### config.mk
export PLATFORM = sky130hd
export DESIGN_NAME = ccsow_top
export DESIGN_NICKNAME = d
export VERILOG_FILES = /design/src/hdl/ccsow_pkg.sv /design/src/hdl/ccsow_free_osc.sv /design/src/hdl/ccsow_watchdog.sv /design/src/hdl/ccsow_top.sv
export SDC_FILE = /design/constraint.sdc
export NUM_CORES = 1
export LEC_CHECK = 0
export ABC_AREA = 1
export BUFFER_PORTS_ARGS = -buffer_cell sky130_fd_sc_hd__buf_2
export CAP_MARGIN = 30
export CORE_MARGIN = 1
export CORE_UTILIZATION = 45
export CTS_CLUSTER_SIZE = 20
export DETAILED_ROUTE_END_ITERATION = 6
export PLACE_DENSITY = 0.63
export SETUP_SLACK_MARGIN = 0.02
export SLEW_MARGIN = 20
export SYNTH_ARGS = -nofsm -noshare
export SYNTH_HDL_FRONTEND = slang
export SYNTH_SLANG_ARGS = --single-unit
### constraint.sdc
create_clock -name clk -period 5.1 [get_ports clk]
set_input_delay 0.765 -clock clk [delete_from_list [all_inputs] [get_ports clk]]
set_output_delay 0.765 -clock clk [all_outputs]
set_load 0.02 [all_outputs]
### src/hdl/ccsow_pkg.sv
package ccsow_pkg;

  // clock configuration codes latched from the pins in the first clock after reset releases
  localparam logic [2:0] CFG_PRESCALE = 3'h1;
  localparam logic [2:0] CFG_DIRECT = 3'h3;
  localparam logic [2:0] CFG_X4 = 3'h7;
  localparam logic [2:0] CFG_X3 = 3'h6;
  localparam logic [2:0] CFG_X2 = 3'h5;
  localparam logic [2:0] CFG_X5 = 3'h4;
  localparam logic [2:0] CFG_X1P5 = 3'h2;
  localparam logic [2:0] CFG_X2P5 = 3'h0;
  localparam logic [2:0] CFG_RESET_VALUE = 3'h7;

  // system configuration register field
  localparam int SYSCFG_WIDTH = 16;
  localparam int OWD_DISABLE_BIT = 4;
  localparam logic [SYSCFG_WIDTH-1:0] SYSCFG_RESET = 16'h0000;

  // watchdog overflow after this many free-running ticks (half periods)
  localparam logic [4:0] OWD_OVERFLOW_COUNT = 5'h10;

  // free-running oscillator half period in system clocks
  localparam logic [3:0] FREE_HALF_DEFAULT = 4'h2;

  // pll factors expressed in half-steps (factor x 2)
  localparam logic [3:0] HALF_X4 = 4'h8;
  localparam logic [3:0] HALF_X3 = 4'h6;
  localparam logic [3:0] HALF_X2 = 4'h4;
  localparam logic [3:0] HALF_X5 = 4'ha;
  localparam logic [3:0] HALF_X1P5 = 4'h3;
  localparam logic [3:0] HALF_X2P5 = 4'h5;

  typedef enum logic [1:0] {
    CCSOW_SRC_PRESCALE,
    CCSOW_SRC_DIRECT,
    CCSOW_SRC_PLL,
    CCSOW_SRC_FREE
  } ccsow_src_t;

  // factor x 2 for a pll code; non-pll codes return zero
  function automatic logic [3:0] ccsow_half_factor(input logic [2:0] code);
    case (code)
      CFG_X4: ccsow_half_factor = HALF_X4;
      CFG_X3: ccsow_half_factor = HALF_X3;
      CFG_X2: ccsow_half_factor = HALF_X2;
      CFG_X5: ccsow_half_factor = HALF_X5;
      CFG_X1P5: ccsow_half_factor = HALF_X1P5;
      CFG_X2P5: ccsow_half_factor = HALF_X2P5;
      default: ccsow_half_factor = 4'h0;
    endcase
  endfunction

endpackage

### src/hdl/ccsow_free_osc.sv
`timescale 1ns/10ps
// free-running oscillator model: a tick enable every half_period clocks while enabled
module ccsow_free_osc
  import ccsow_pkg::*;
(
  // clock and reset
  input wire logic clk,
  input wire logic rst,
  // control
  input wire logic run,
  input wire logic [3:0] half_period,
  // output
  output logic tick,
  output logic level
);

  logic [3:0] cnt_reg;

  // divider; stopped and parked low when powered off
  always_ff @(posedge clk) begin
    if (rst || !run) begin
      cnt_reg <= 4'h0;
      tick <= 1'b0;
      level <= 1'b0;
    end else if (cnt_reg + 4'h1 >= half_period) begin
      cnt_reg <= 4'h0;
      tick <= 1'b1;
      level <= ~level;
    end else begin
      cnt_reg <= cnt_reg + 4'h1;
      tick <= 1'b0;
    end
  end

endmodule

### src/hdl/ccsow_watchdog.sv
`timescale 1ns/10ps
// oscillator watchdog counter: cleared by input edges, counts free-running ticks
module ccsow_watchdog
  import ccsow_pkg::*;
(
  // clock and reset
  input wire logic clk,
  input wire logic rst,
  // control
  input wire logic enable,
  input wire logic osc_edge,
  input wire logic free_tick,
  // status
  output logic overflow
);

  logic [4:0] count_reg;

  // each oscillator transition clears, each free-running tick counts
  always_ff @(posedge clk) begin
    if (rst || !enable || osc_edge) begin
      count_reg <= 5'h00;
    end else if (free_tick && count_reg != OWD_OVERFLOW_COUNT) begin
      count_reg <= count_reg + 5'h01;
    end
  end

  // overflow once sixteen ticks pass without a transition
  always_ff @(posedge clk) begin
    if (rst) begin
      overflow <= 1'b0;
    end else begin
      overflow <= enable && !osc_edge && free_tick
        && (count_reg + 5'h01 == OWD_OVERFLOW_COUNT);
    end
  end

endmodule

### src/hdl/ccsow_top.sv
`timescale 1ns/10ps
// Behaviour
// - code 001 divides oscillator input by two
// - prescaled phases each last one input period
// - code 011 drives cpu clock directly
// - other codes use pll multiplication
// - codes map to factors 4,3,2,5,1.5,2.5
// - pll resyncs every 2F-th input rising edge (4F transitions)
// - watchdog enabled after reset; bit 4 disables
// - free-running ticks count; input edges clear
// - overflow after sixteen free-running ticks (eight cycles)
// - overflow switches to free clock, raises flag
// - free clock kept until hardware reset
// - direct modes: pll free-runs unless watchdog disabled
// - direct modes, watchdog disabled: external clock, pll off
module ccsow_top
  import ccsow_pkg::*;
(
  // clock and reset
  input wire logic clk,
  input wire logic rst,
  // oscillator input pin and configuration straps
  input wire logic oscillator_input_pin,
  input wire logic [2:0] clock_config_pins,
  // system configuration register write port
  input wire logic sys_cfg_we,
  input wire logic [SYSCFG_WIDTH-1:0] sys_cfg_wdata,
  // free-running oscillator speed
  input wire logic [3:0] free_half_period,
  // clock outputs and status
  output logic cpu_clk,
  output logic cpu_clk_tick,
  output logic [2:0] boot_clock_select_bits,
  output logic [SYSCFG_WIDTH-1:0] system_config_register,
  output logic osc_watchdog_disable,
  output logic pll_on,
  output logic clock_failed,
  output logic osc_fail_interrupt
);

  ////////////////////////////////////////////////////////////////////////
  // synchronisers and edge detection

  logic osc_s1_reg;
  logic osc_s2_reg;
  logic osc_s3_reg;
  logic [2:0] cfg_s1_reg;
  logic [2:0] cfg_s2_reg;
  logic osc_edge;
  logic osc_rise;
  logic in_reset_reg;

  // two flops before use; third stage only feeds edge detection
  always_ff @(posedge clk) begin
    osc_s1_reg <= oscillator_input_pin;
    osc_s2_reg <= osc_s1_reg;
    osc_s3_reg <= osc_s2_reg;
    cfg_s1_reg <= clock_config_pins;
    cfg_s2_reg <= cfg_s1_reg;
  end

  // both edges clear the watchdog and tick the direct clock; rising edges pace the prescaler and pll
  assign osc_edge = osc_s2_reg ^ osc_s3_reg;
  assign osc_rise = osc_s2_reg & ~osc_s3_reg;

  ////////////////////////////////////////////////////////////////////////
  // strap capture

  // straps taken in the first clock after reset releases, then frozen
  always_ff @(posedge clk) begin
    if (rst) begin
      in_reset_reg <= 1'b1;
      boot_clock_select_bits <= CFG_RESET_VALUE;
    end else if (in_reset_reg) begin
      in_reset_reg <= 1'b0;
      boot_clock_select_bits <= cfg_s2_reg;
    end
  end

  ////////////////////////////////////////////////////////////////////////
  // system configuration register

  // watchdog enabled by default; software sets bit 4 to disable
  always_ff @(posedge clk) begin
    if (rst) begin
      system_config_register <= SYSCFG_RESET;
    end else if (sys_cfg_we) begin
      system_config_register <= sys_cfg_wdata;
    end
  end

  logic owd_dis;
  // internal logic reads the register bit, a cycle ahead of the status port
  assign owd_dis = system_config_register[OWD_DISABLE_BIT];

  // status copy of the disable bit, one cycle behind the register
  always_ff @(posedge clk) begin
    if (rst) begin
      osc_watchdog_disable <= 1'b0;
    end else begin
      osc_watchdog_disable <= owd_dis;
    end
  end

  ////////////////////////////////////////////////////////////////////////
  // mode decode

  logic direct_mode;
  logic prescale_mode;
  logic pll_mode;
  logic [3:0] half_factor;

  // modes stay off in the capture cycle, so no clock starts from the reset
  // default code before the real straps are in
  assign prescale_mode = !in_reset_reg && boot_clock_select_bits == CFG_PRESCALE;
  assign direct_mode = !in_reset_reg && boot_clock_select_bits == CFG_DIRECT;
  assign pll_mode = !in_reset_reg && !prescale_mode && !direct_mode;
  assign half_factor = ccsow_half_factor(boot_clock_select_bits);

  ////////////////////////////////////////////////////////////////////////
  // free-running oscillator and watchdog

  logic free_run;
  logic free_tick;
  logic free_level;
  logic wd_overflow;
  logic failed_reg;
  logic [3:0] free_half;

  // pll runs in pll mode, or free-running for the watchdog unless disabled;
  // once failed it must keep running as the cpu source
  assign free_run = !in_reset_reg && (pll_mode || !owd_dis || failed_reg);
  assign free_half = (free_half_period == 4'h0) ? FREE_HALF_DEFAULT : free_half_period;

  // the free oscillator stands in for the pll running open loop; its speed
  // is a port so a slow or fast free-running pll can be modelled
  ccsow_free_osc u_free_osc (
    .clk(clk),
    .rst(rst),
    .run(free_run),
    .half_period(free_half),
    .tick(free_tick),
    .level(free_level)
  );

  // watchdog guards the direct and prescaled crystal modes only
  ccsow_watchdog u_watchdog (
    .clk(clk),
    .rst(rst),
    .enable(!owd_dis && (direct_mode || prescale_mode) && !failed_reg),
    .osc_edge(osc_edge),
    .free_tick(free_tick),
    .overflow(wd_overflow)
  );

  // failure latch only clears on hardware reset
  always_ff @(posedge clk) begin
    if (rst) begin
      failed_reg <= 1'b0;
    end else if (wd_overflow) begin
      failed_reg <= 1'b1;
    end
  end

  // interrupt flag has no software clear here; only a hardware reset drops it
  always_ff @(posedge clk) begin
    if (rst) begin
      osc_fail_interrupt <= 1'b0;
    end else if (wd_overflow) begin
      osc_fail_interrupt <= 1'b1;
    end
  end

  // status outputs are registered copies so every port comes from a flop
  always_ff @(posedge clk) begin
    if (rst) begin
      clock_failed <= 1'b0;
      pll_on <= 1'b0;
    end else begin
      clock_failed <= failed_reg || wd_overflow;
      pll_on <= free_run;
    end
  end

  ////////////////////////////////////////////////////////////////////////
  // pll model: edge budget per resync window, spread evenly

  // a window is half_factor input rising edges (4F transitions, a whole
  // multiple of F also for the 1.5 and 2.5 codes); it carries half_factor
  // squared cpu edges, so the cpu clock runs at F times the input
  logic [6:0] pll_budget_reg;
  logic [3:0] pll_edge_cnt_reg;
  logic [3:0] pll_gap_reg;
  logic [3:0] pll_spacing_reg;
  logic [7:0] pll_period_reg;
  logic [7:0] pll_span;
  logic [7:0] pll_window_edges;
  logic pll_step;

  // locked when one input period spans spacing*half_factor clocks; a window
  // holds at most 100 edges, so the budget fits in seven bits
  assign pll_span = 8'(pll_spacing_reg) * 8'(half_factor);
  assign pll_window_edges = 8'(half_factor) * 8'(half_factor);

  // measure the input period in clocks; saturates on very slow inputs
  always_ff @(posedge clk) begin
    if (rst || !pll_mode) begin
      pll_period_reg <= 8'h00;
      pll_spacing_reg <= 4'h1;
    end else if (osc_rise) begin
      pll_period_reg <= 8'h01;
      // spacing moves one clock per input edge, so frequency never jumps
      if (pll_period_reg >= pll_span + 8'(half_factor) && pll_spacing_reg != 4'hf) begin
        pll_spacing_reg <= pll_spacing_reg + 4'h1;
      end else if (pll_period_reg < pll_span && pll_spacing_reg != 4'h1) begin
        pll_spacing_reg <= pll_spacing_reg - 4'h1;
      end
    end else if (pll_period_reg != 8'hff) begin
      pll_period_reg <= pll_period_reg + 8'h01;
    end
  end

  assign pll_step = pll_mode && pll_budget_reg != 7'h00 && pll_gap_reg == 4'h0;

  // reload the edge budget at the start of every window
  always_ff @(posedge clk) begin
    if (rst || !pll_mode) begin
      pll_budget_reg <= 7'h00;
      pll_edge_cnt_reg <= 4'h0;
      pll_gap_reg <= 4'h0;
    end else begin
      if (osc_rise && pll_edge_cnt_reg == 4'h0) begin
        // leftovers are dropped so each window restarts in phase with the input
        pll_budget_reg <= pll_window_edges[6:0];
        pll_edge_cnt_reg <= 4'h1;
      end else begin
        if (osc_rise) begin
          pll_edge_cnt_reg <= (pll_edge_cnt_reg + 4'h1 >= half_factor) ? 4'h0
                              : pll_edge_cnt_reg + 4'h1;
        end
        if (pll_step) begin
          pll_budget_reg <= pll_budget_reg - 7'h01;
        end
      end
      pll_gap_reg <= pll_step ? (pll_spacing_reg - 4'h1)
                     : (pll_gap_reg != 4'h0 ? pll_gap_reg - 4'h1 : 4'h0);
    end
  end

  ////////////////////////////////////////////////////////////////////////
  // cpu clock selection

  ccsow_src_t src;

  // failure overrides all; disabled watchdog keeps the crystal source
  always_comb begin
    if (failed_reg) begin
      src = CCSOW_SRC_FREE;
    end else if (prescale_mode) begin
      src = CCSOW_SRC_PRESCALE;
    end else if (direct_mode) begin
      src = CCSOW_SRC_DIRECT;
    end else begin
      src = CCSOW_SRC_PLL;
    end
  end

  // prescaler toggles on each input rising edge: each phase lasts one
  // input period regardless of duty cycle
  always_ff @(posedge clk) begin
    if (rst || in_reset_reg) begin
      cpu_clk <= 1'b0;
      cpu_clk_tick <= 1'b0;
    end else begin
      case (src)
        CCSOW_SRC_PRESCALE: begin
          cpu_clk_tick <= osc_rise;
          if (osc_rise) begin
            cpu_clk <= ~cpu_clk;
          end
        end
        CCSOW_SRC_DIRECT: begin
          cpu_clk_tick <= osc_edge;
          cpu_clk <= osc_s2_reg;
        end
        CCSOW_SRC_PLL: begin
          cpu_clk_tick <= pll_step;
          if (pll_step) begin
            cpu_clk <= ~cpu_clk;
          end
        end
        CCSOW_SRC_FREE: begin
          cpu_clk_tick <= free_tick;
          cpu_clk <= free_level;
        end
        default: begin
          cpu_clk_tick <= 1'b0;
          cpu_clk <= 1'b0;
        end
      endcase
    end
  end

endmodule

## Word-level counts from Yosys, hierarchy flattened

Cells that the tools add are included.

- Bits in registers: 74
- Input bits: 27
- Output and inout bits: 25

- Add/sub/neg operators: 9
- Multiply operators: 2
- Order comparisons: 4
- Eq/ne operators: 17
- Mux-type cells: 22
- Bitwise logic cells: 5
- Reductions and logical operators: 50

Operator list:

| kind | count |
|---|---|
| $mux W4 | 6 |
| $pmux W4 S6 | 1 |
| $logic_and A1 B1 Y1 | 16 |
| $mux W7 | 2 |
| $add A4 B1 Y4 const B | 3 |
| $eq A3 B3 Y1 const B | 4 |
| $logic_not A4 Y1 | 3 |
| $logic_not A1 Y1 | 9 |
| $logic_or A1 B1 Y1 | 9 |
| $add A8 B1 Y8 const B | 1 |
| $add A8 B4 Y8 | 1 |
| $ge A4 B4 Y1 | 2 |
| $ge A8 B8 Y1 | 1 |
| $lt A8 B8 Y1 | 1 |
| $mul A4 B4 Y8 | 1 |
| $mux W1 | 8 |
| $ne A8 B8 Y1 const B | 1 |
| $pmux W1 S4 | 2 |
| $reduce_bool A2 Y1 | 4 |
| $sub A4 B1 Y4 const B | 2 |
| $mul A4 B4 Y7 | 1 |
| $reduce_bool A7 Y1 | 1 |
| $sub A7 B1 Y7 const B | 1 |
| $eq A3 B2 Y1 const B | 2 |
| 18 further kinds | 27 |

## Longest topological paths before layout

Gate-level depths: netlist of run 1.

- Word-level depth: 11
- Mapped depth: 29
- Gate-level depth less buffers: 29

## Modules after synthesis

Synthesis of run 1 repeated with hierarchy kept, for this count alone.

- Cell total of the unflattened synthesis: 637
- Area, all modules: 4648.2 um^2

By module, submodules not included:

| module | times used | cells an instance | area each (um^2) |
|---|---|---|---|
| ccsow_top | 1 | 534 | 3920.0 |
| ccsow_watchdog | 1 | 55 | 371.6 |
| ccsow_free_osc | 1 | 48 | 356.6 |

## Worst setup path before layout of run 1

Ideal clock, no wire load.

- Path kind: register to register
- Start point: reg boot_clock_select_bits[0]
- End point: reg pll_spacing_reg[1]
- Library setup time: 128 ps
- Data arrival time: 4624 ps
- Slack: 348 ps
- Cell stages (with the launch flop): 29
- Clock period less this slack: 4752 ps
- Cells stage by stage: dfxtp_1 -> inv_2 -> nor2_1 -> inv_1 -> o21bai_1 -> nor2_1 -> inv_1 -> nand2_1 -> fa_1 -> inv_1 -> fa_1 -> fa_1 -> ha_1 -> nand2_1 -> nand2_1 -> a31oi_1 -> nor2_1 -> nand2_1 -> xor2_1 -> ha_1 -> nand2_1 -> nor2_1 -> nand4_1 -> nand3_1 -> nand2_1 -> xor2_1 -> nand3_1 -> nand2_1 -> nor2_1

- Cells in the longest elaborated chain, start to end: 8
- Elaborated cells on any way between the ends: 26
- Classes of those cells: add/sub (1); mul (1); order compare (2); eq/ne (7); mux (2); reduce/logical (13)

RTL lines:

| what | line | source |
|---|---|---|
| from (decl) | ccsow_top.sv:33 | `output logic [2:0] boot_clock_select_bits,` |
| from (signal assigned) | ccsow_top.sv:76 | `boot_clock_select_bits <= cfg_s2_reg;` |
| $eq A3 B2 Y1 (tied with other cells) | ccsow_pkg.sv:42 | `case (code)` |
| $pmux W4 S6 | ccsow_pkg.sv:42 |  |
| $mul A4 B4 Y8 | ccsow_top.sv:202 | `assign pll_span = 8'(pll_spacing_reg) * 8'(half_factor);` |
| $add A8 B4 Y8 | ccsow_top.sv:213 | `if (pll_period_reg >= pll_span + 8'(half_factor) && pll_spacing_reg != 4'hf) begin` |
| $ge A8 B8 Y1 | ccsow_top.sv:213 |  |
| $logic_and A1 B1 Y1 | ccsow_top.sv:213 |  |
| $reduce_bool A2 Y1 (no line) | - |  |
| $reduce_and A2 Y1 (no line) | - |  |
| to (signal assigned) | ccsow_top.sv:214 | `pll_spacing_reg <= pll_spacing_reg + 4'h1;` |
| to (signal assigned) | ccsow_top.sv:216 | `pll_spacing_reg <= pll_spacing_reg - 4'h1;` |
| to (decl) | ccsow_top.sv:194 | `logic [3:0] pll_spacing_reg;` |

Parallel ways exist; a longest one is shown, timed or not.
A chain may end at the register's enable or synchronous reset.

## Worst setup path in the final report of run 1

Same ends and word-level chain as after synthesis.

==> run_results.csv, run 1 <==
group,metric,value,unit
yosys,synth_adder_area_share,0.175,
floorplan,initial_core_util,0.474,
sta,rsz0062_at_grt,"false",
worst_setup_path,critPathLaunchType,"register",
worst_setup_path,crit_arrival,4.96,ns
floorplan,die_h,102,um
clock_tree,cts_tree,"yes",
global_routing,track_usage,0.204,
worst_setup_path,worstPathRequired,5.32,ns
global_routing,grt_max_degree,20,
power_and_ir_drop,p_leak,0.00246,uW
cells_and_area,antenna_cells,0,
place,io_buffers,51,
worst_setup_path,worst_path_largest_cell_delay,0.55,ns
floorplan,die_area,10300,sq um
cells_and_area,largest_reg_flops,16,
routing,detail-route-antenna-nets,0,
sta,fin_setup_tns,0,ns
worst_setup_path,cp_max_fo,6,
power_and_ir_drop,power_density,267,nW/um^2
clock_tree,root_buffer,"clkbuf_8",
worst_setup_path,crit_slowest_cell,"fa_1",
sta,min_period,4.74,ns
global_routing,grt_antenna_before_repair,0,
yosys,yosysWarnings,0,
sta,max_freq,211,MHz
cells_and_area,synthToLayoutAreaGrowth,14.3,%
yosys,synth_simple_gate_area_frac,0.237,
yosys,synth_compound_area_frac,0.131,
clock_tree,clk_pin_slew,0.09,ns
clock_tree,h-tree-depth,3,
cells_and_area,layout-drive-gt1-share,0.168,
place,place.gp.congestion,0.885,
global_routing,grt_overflow_total,0,
yosys,ys_ff_latch,74,
cells_and_area,fin_nets,736,
yosys,synth_cell_types,38,
yosys,synth_top_family_by_area,"simple AND/OR/NAND/NOR gates",
sta,post-route-period-util,0.930,
routing,drtPass1Iterations,4,
place,dp_hpwl,7600,um
routing,drt_iter0_markers,132,
global_routing,grt_pass1_vias,3686,
yosys,ys_seq_area_frac,0.332,
clock_tree,cts.path.max_buffers,2,
routing,via_per_inst,5.04,
sta,drv_slew,0,
routing,drc,0,
floorplan,coreArea,9420,sq um
job,cap_violations,0,
routing,num_vias,3951,
sta,finalSetupViolations,0,
clock_tree,cts_sinks,74,
sta,hold_ws,0.334,ns
yosys,avgSynthCellArea,7.57,sq um
sta,finalHoldViolCount,0,
routing,routed_wl,9670,um
sta,slew_headroom,0.645,
sta,worst_pin_slew,0.532,ns
clock_tree,clk_latency,0.35,ns
clock_tree,cts_buffers,9,
worst_setup_path,timing.critical_path.buf_inv,4,
yosys,synthMuxAreaShare,0,
hold_path,hp-class,"reg2reg",
floorplan,io_pins,52,
worst_setup_path,cp_common_cell,"nand2_1",
floorplan,rows,35,
outcome,outcome,"finished, final reports clean",
global_routing,grt_pass1_wl,16500,um
yosys,synth_xor_area_frac,0.0471,
worst_setup_path,critical_path_class,"reg2reg",
worst_setup_path,cp_top_family,"adder cells",
worst_setup_path,worst_setup_path_end_kind,"register",
routing,detail_route.wl_per_cell,12.3,um
sta,fin_worst_skew,0.0112,ns
floorplan,chipWidth,102,um
power_and_ir_drop,ir_worst_vdd,0.000167,V
yosys,syn_area,4470,sq um
yosys,syn_inst,590,
stage by stage:
stage / setup WS, ns / utilization / cells / cell area (sq um) / power, uW
global placement: 0.250 / 0.517 / 767 / 4870 / 923
finish: 0.359 / 0.542 / 784 / 5100 / 1360
CTS: 0.0817 / 0.537 / 783 / 5060 / 1360
global route: 0.0125 / 0.542 / 784 / 5100 / 1450
floorplan: 0.348 / - / 592 / 4470 / 854
detailed placement: 0.0365 / 0.517 / 767 / 4870 / 931
cells in the mapped netlist (all sizes together):
cell / count / share of area
o211ai: 4 / 0.0067
fa: 6 / 0.027
nor2: 102 / 0.092
clkbuf: 5 / 0.0042
buf: 4 / 0.0073
conb: 1 / 0.00084
clkinv: 1 / 0.00084
xor2: 12 / 0.024
o21ai: 37 / 0.042
nand2: 85 / 0.074
dfxtp: 74 / 0.33
nand3: 31 / 0.037
o21a: 1 / 0.0017
o21bai: 2 / 0.0034
a221oi: 2 / 0.0039
or2: 2 / 0.0028
a211oi: 1 / 0.0028
nor3: 10 / 0.016
xnor2: 12 / 0.024
a21oi: 47 / 0.055
a31oi: 9 / 0.013
a32o: 1 / 0.0022
nand4: 10 / 0.014
nand3b: 1 / 0.0017
inv: 77 / 0.065
ha: 53 / 0.15
metal layers:
metal | GRT usage | wire length [um]
met3 | 0.0435 | 465
met5 | 0 | 0
met2 | 0.351 | 4600
met1 | 0.253 | 4480
met4 | 0.0647 | 129
worst paths after layout:
check / startpoint / endpoint / slack [ns] / cells past startpoint
setup / recovery: boot_clock_select_bits[0] / pll_spacing_reg[1] / 0.36 / 25
hold / removal: osc_s1_reg / osc_s2_reg / 0.33 / 0
setup reg to reg: boot_clock_select_bits[0] / pll_spacing_reg[1] / 0.36 / 25
hold reg to reg: osc_s1_reg / osc_s2_reg / 0.33 / 0
layout make-up:
| cell class | count | area [sq um] |
|---|---|---|
| Timing Repair Buffer | 56 | 293 |
| Multi-Input combinational cell | 431 | 2690 |
| Clock inverter | 7 | 61.3 |
| Tap cell | 129 | 161 |
| Fill cell | 898 | 4310 |
| Sequential cell | 74 | 1490 |
| Clock buffer | 9 | 124 |
| Inverter | 78 | 293 |
worst reg2reg max path, cell delays in order, from the launching register on:
cell and delay [ns]:
dfxtp_4 0.38, inv_2 0.10, nor2_1 0.05, inv_1 0.09
nand3_1 0.11, inv_1 0.16, nand2_1 0.10, fa_1 0.54
inv_1 0.05, fa_1 0.50, fa_1 0.55, ha_4 0.32
nand2_1 0.07, a21oi_2 0.17, nand3_1 0.10, xnor2_1 0.14
ha_1 0.30, a21oi_1 0.15, o21a_1 0.13, nand3_1 0.10
nand2_2 0.14, nand2_2 0.10, nand2_4 0.10, nand2_1 0.06
nand2_1 0.07, nor2_1 0.03
cells in the final DEF (no fill, tap or decap), types with 29 or more instances in the layout:
| cell type | count |
|---|---|
| a21oi_1 | 44 |
| buf_2 | 51 |
| dfxtp_1 | 73 |
| ha_1 | 52 |
| inv_1 | 68 |
| nand2_1 | 82 |
| nand3_1 | 29 |
| nor2_1 | 92 |
| o21ai_0 | 32 |
report_power, final:
part	internal, uW	switching, uW
sequential	605	21.2
clock	185	247
combinational	115	190
logic make-up after synthesis:
logic type | after synthesis
fa+ha+maj | 59
simple gates | 241
flops | 74
other cells | 1
buf+inv | 87
xor+xnor | 24
compound gates | 104
what timing repair did:
action | in CTS | in global routing
resized for setup | 1 | 10
hold buffers | 0 | 0
pin swaps | 0 | 7
buffers inserted | 0 | 1
setup endpoints to repair | 1 | 4
(Power assumes the default switching activity.)
==> inputs of run 2 (changes only) <==
ABC_AREA = not set   (was 1)
==> run_results.csv, run 2 <==
group,metric,value,unit
cells_and_area,final_common_cell,"dfxtp_1",
clock_tree,root_buffer,"clkbuf_8",
cells_and_area,finalInstanceArea,5160,sq um
floorplan,die_area,10200,sq um
global_routing,grt_antenna_before_repair,0,
global_routing,grt_overflow_total,0,
yosys,syn_inst,490,
place,placed_cell_area,4870,sq um
power_and_ir_drop,p_leak,0.00241,uW
sta,min_period,4.83,ns
routing,num_vias,3500,
yosys,synth_cell_types,55,
worst_setup_path,cp_max_fo,5,
routing,detail_route.wl_per_cell,13.5,um
global_routing,grt_pass1_wl,15100,um
floorplan,io_pins,52,
worst_setup_path,crit_arrival,5.08,ns
job,cap_violations,0,
routing,via_per_inst,5.10,
floorplan,chipWidth,101,um
yosys,yosys-top-cells-count,"dfxtp_1 (74), nor2_1 (58), ha_1 (53), inv_1 (27), a21oi_1 (26)",
routing,drtPass1Iterations,4,
floorplan,initial_core_util,0.471,
clock_tree,clk_pin_slew,0.09,ns
yosys,ys_seq_area_frac,0.336,
sta,worst_pin_slew,0.852,ns
worst_setup_path,crit_slowest_cell,"fa_1",
worst_setup_path,cp_top_family,"adder cells",
routing,routed_wl,9270,um
worst_setup_path,cp.depth,23,
cells_and_area,synthToLayoutAreaGrowth,16.9,%
floorplan,rows,35,
cells_and_area,fin_nets,638,
floorplan,coreArea,9370,sq um
sta,drv_slew,0,
cells_and_area,largest_reg_flops,16,
worst_setup_path,path_cells,"xnor2_2 > nor2b_1 > nor2_1 > inv_1 > nand2_2 > fa_1 > inv_1 > fa_1 > fa_2 > ha_4 > a21oi_1 > nor2_1 > nand3_1 > xnor2_1 > ha_1 > a211o_1 > a21oi_1 > o31ai_1 > nand2_1 > buf_6 > o22ai_4 > o221ai_2 > a32o_1",
cells_and_area,antenna_cells,0,
sta,finalHoldViolCount,0,
clock_tree,ctsHoldBuffers,0,
sta,slew_headroom,0.432,
global_routing,grt_pass1_vias,3292,
place,io_buffers,51,
clock_tree,cts_tree,"yes",
hold_path,worstHoldPathCells,0,
yosys,synth-edff-count,0,
power_and_ir_drop,power_density,261,nW/um^2
routing,drc,0,
worst_setup_path,worst_path_largest_cell_delay,0.53,ns
place,dp_hpwl,7130,um
yosys,syn_area,4410,sq um
routing,detail-route-antenna-nets,0,
worst_setup_path,worst_setup_path_end_kind,"register",
clock_tree,cts.path.max_buffers,2,
outcome,outcome,"finished, final reports clean",
yosys,ys_ff_latch,74,
yosys,synth_top_area_share,0.336,
worst_setup_path,worst-r2r-cell-count,23,
clock_tree,h-tree-depth,3,
sta,post-route-period-util,0.947,
worst_setup_path,worstPathRequired,5.35,ns
clock_tree,cts_sinks,74,
sta,finalSetupViolations,0,
yosys,synth-async-reset-ratio,0,
clock_tree,clk_latency,0.35,ns
yosys,synthTopCellsByArea,"dfxtp_1 (34%), ha_1 (15%), nor2_1 (4.9%)",
clock_tree,cts_buffers,9,
yosys,yosys.cell_count.top_type,"dfxtp_1",
worst_setup_path,timing.critical_path.buf_inv,3,
yosys,avgSynthCellArea,9.01,sq um
floorplan,die_h,101,um
place,place.gp.congestion,0.832,
worst_setup_path,critPathLaunchType,"register",
yosys,synthFlopType,"dfxtp_1",
worst_setup_path,critical_path_class,"reg2reg",
cells_and_area,post-route-util,0.550,
cells_and_area,fillerInstances,910,
routing,drt_iter0_markers,100,
global_routing,grt_max_degree,27,
yosys,yosysWarnings,0,
sta,fin_worst_skew,0.00767,ns
yosys,yosysTopAreaCell,"dfxtp_1",
sta,fin_setup_tns,0,ns
global_routing,track_usage,0.189,
power_and_ir_drop,ir_worst_vdd,0.000208,V
sta,max_freq,207,MHz
hold_path,hp-class,"reg2reg",
cells_and_area,layout-drive-gt1-share,0.187,
power_and_ir_drop,p_total,1340,uW
cells_and_area,layout_common_cells,"dfxtp_1 (71), nor2_1 (58), ha_1 (52)",
[run 2: cell types whose count changed in the layout (fill, tap and decap cells not counted), sizes merged, moves of 9 or more]
cell   previous run  this run
nor2b             0        15
xnor2            12        24
nor2            102        58
inv              80        30
nand2            85        25
a21oi            47        26
a31oi             9         0
buf              56        68
o21ai            37        11
nand3            31        15
nor3             10        20
and3              0        11
mux2i             0        18
[run 2: cell families after synthesis]
kind of cell / after synthesis / synth area share
adder cells (fa/ha/maj): 59 / 0.177
AO/OA/AOI/OAI: 76 / 0.121
other: 1 / 0.000850
buffers and inverters: 47 / 0.0428
flip-flops: 74 / 0.336
XOR/XNOR: 41 / 0.0845
AND/OR/NAND/NOR: 174 / 0.197
multiplexers: 18 / 0.0408
[run 2: final cells by class]
class | count | area, sq um | share of cell area
sequential | 74 | 1490 | 0.288
inverter | 27 | 101 | 0.0197
clock inverter | 7 | 86.3 | 0.0167
clock buffer | 9 | 124 | 0.0240
timing repair buffer | 69 | 392 | 0.0759
multi-input combinational | 371 | 2810 | 0.544
tap | 129 | 161 | 0.0313
[run 2: worst register-to-register path, delay by kind of cell (launching register included)]
kind / cells / cell delay [ns]
adders and majority gates: 5 / 2.10
AOI/OAI and AO/OA: 7 / 0.88
and+or+nand+nor: 6 / 0.78
DFF: 1 / 0.37
buffers and inverters: 3 / 0.31
xor gates and xnor gates: 2 / 0.30
[run 2: report_power, final]
| part | switching, uW | internal, uW |
|---|---|---|
| combinational | 138 | 112 |
| clock | 243 | 236 |
| sequential | 16.3 | 598 |
| total | 398 | 947 |
[run 2: metrics by stage]
stage | instances | setup WS, ns | hold slack (ns)
3_5_place_dp | 667 | -0.0253 | 0.315
6_report | 686 | 0.269 | 0.333
5_1_grt | 686 | -0.0166 | 0.345
4_1_cts | 683 | 0.0207 | 0.335
3_3_place_gp | 667 | 0.220 | 0.310
2_1_floorplan | 492 | 0.0222 | 0.310
[run 2: path summary, 6_finish.rpt]
kind | from | end | slack, ns
min reg2reg | osc_s1_reg | osc_s2_reg | 0.33
min | osc_s1_reg | osc_s2_reg | 0.33
max reg2reg | boot_clock_select_bits[1] | pll_spacing_reg[2] | 0.27
max | boot_clock_select_bits[1] | pll_spacing_reg[2] | 0.27
[run 2: what timing repair did]
item,4_1_cts,5_1_grt
setup buffers,0,2
setup endpoints to repair,2,4
gates resized for setup,1,13
pin swaps,0,15
[run 2: per-layer routing]
| metal | share of wire | up-vias | GRT usage |
|---|---|---|---|
| li1 | - | 1826 | - |
| met1 | 0.49 | 1620 | 0.238 |
| met2 | 0.47 | 38 | 0.320 |
| met3 | 0.023 | 16 | 0.0361 |
| met4 | 0.019 | 0 | 0.0702 |
| met5 | 0 | - | 0 |
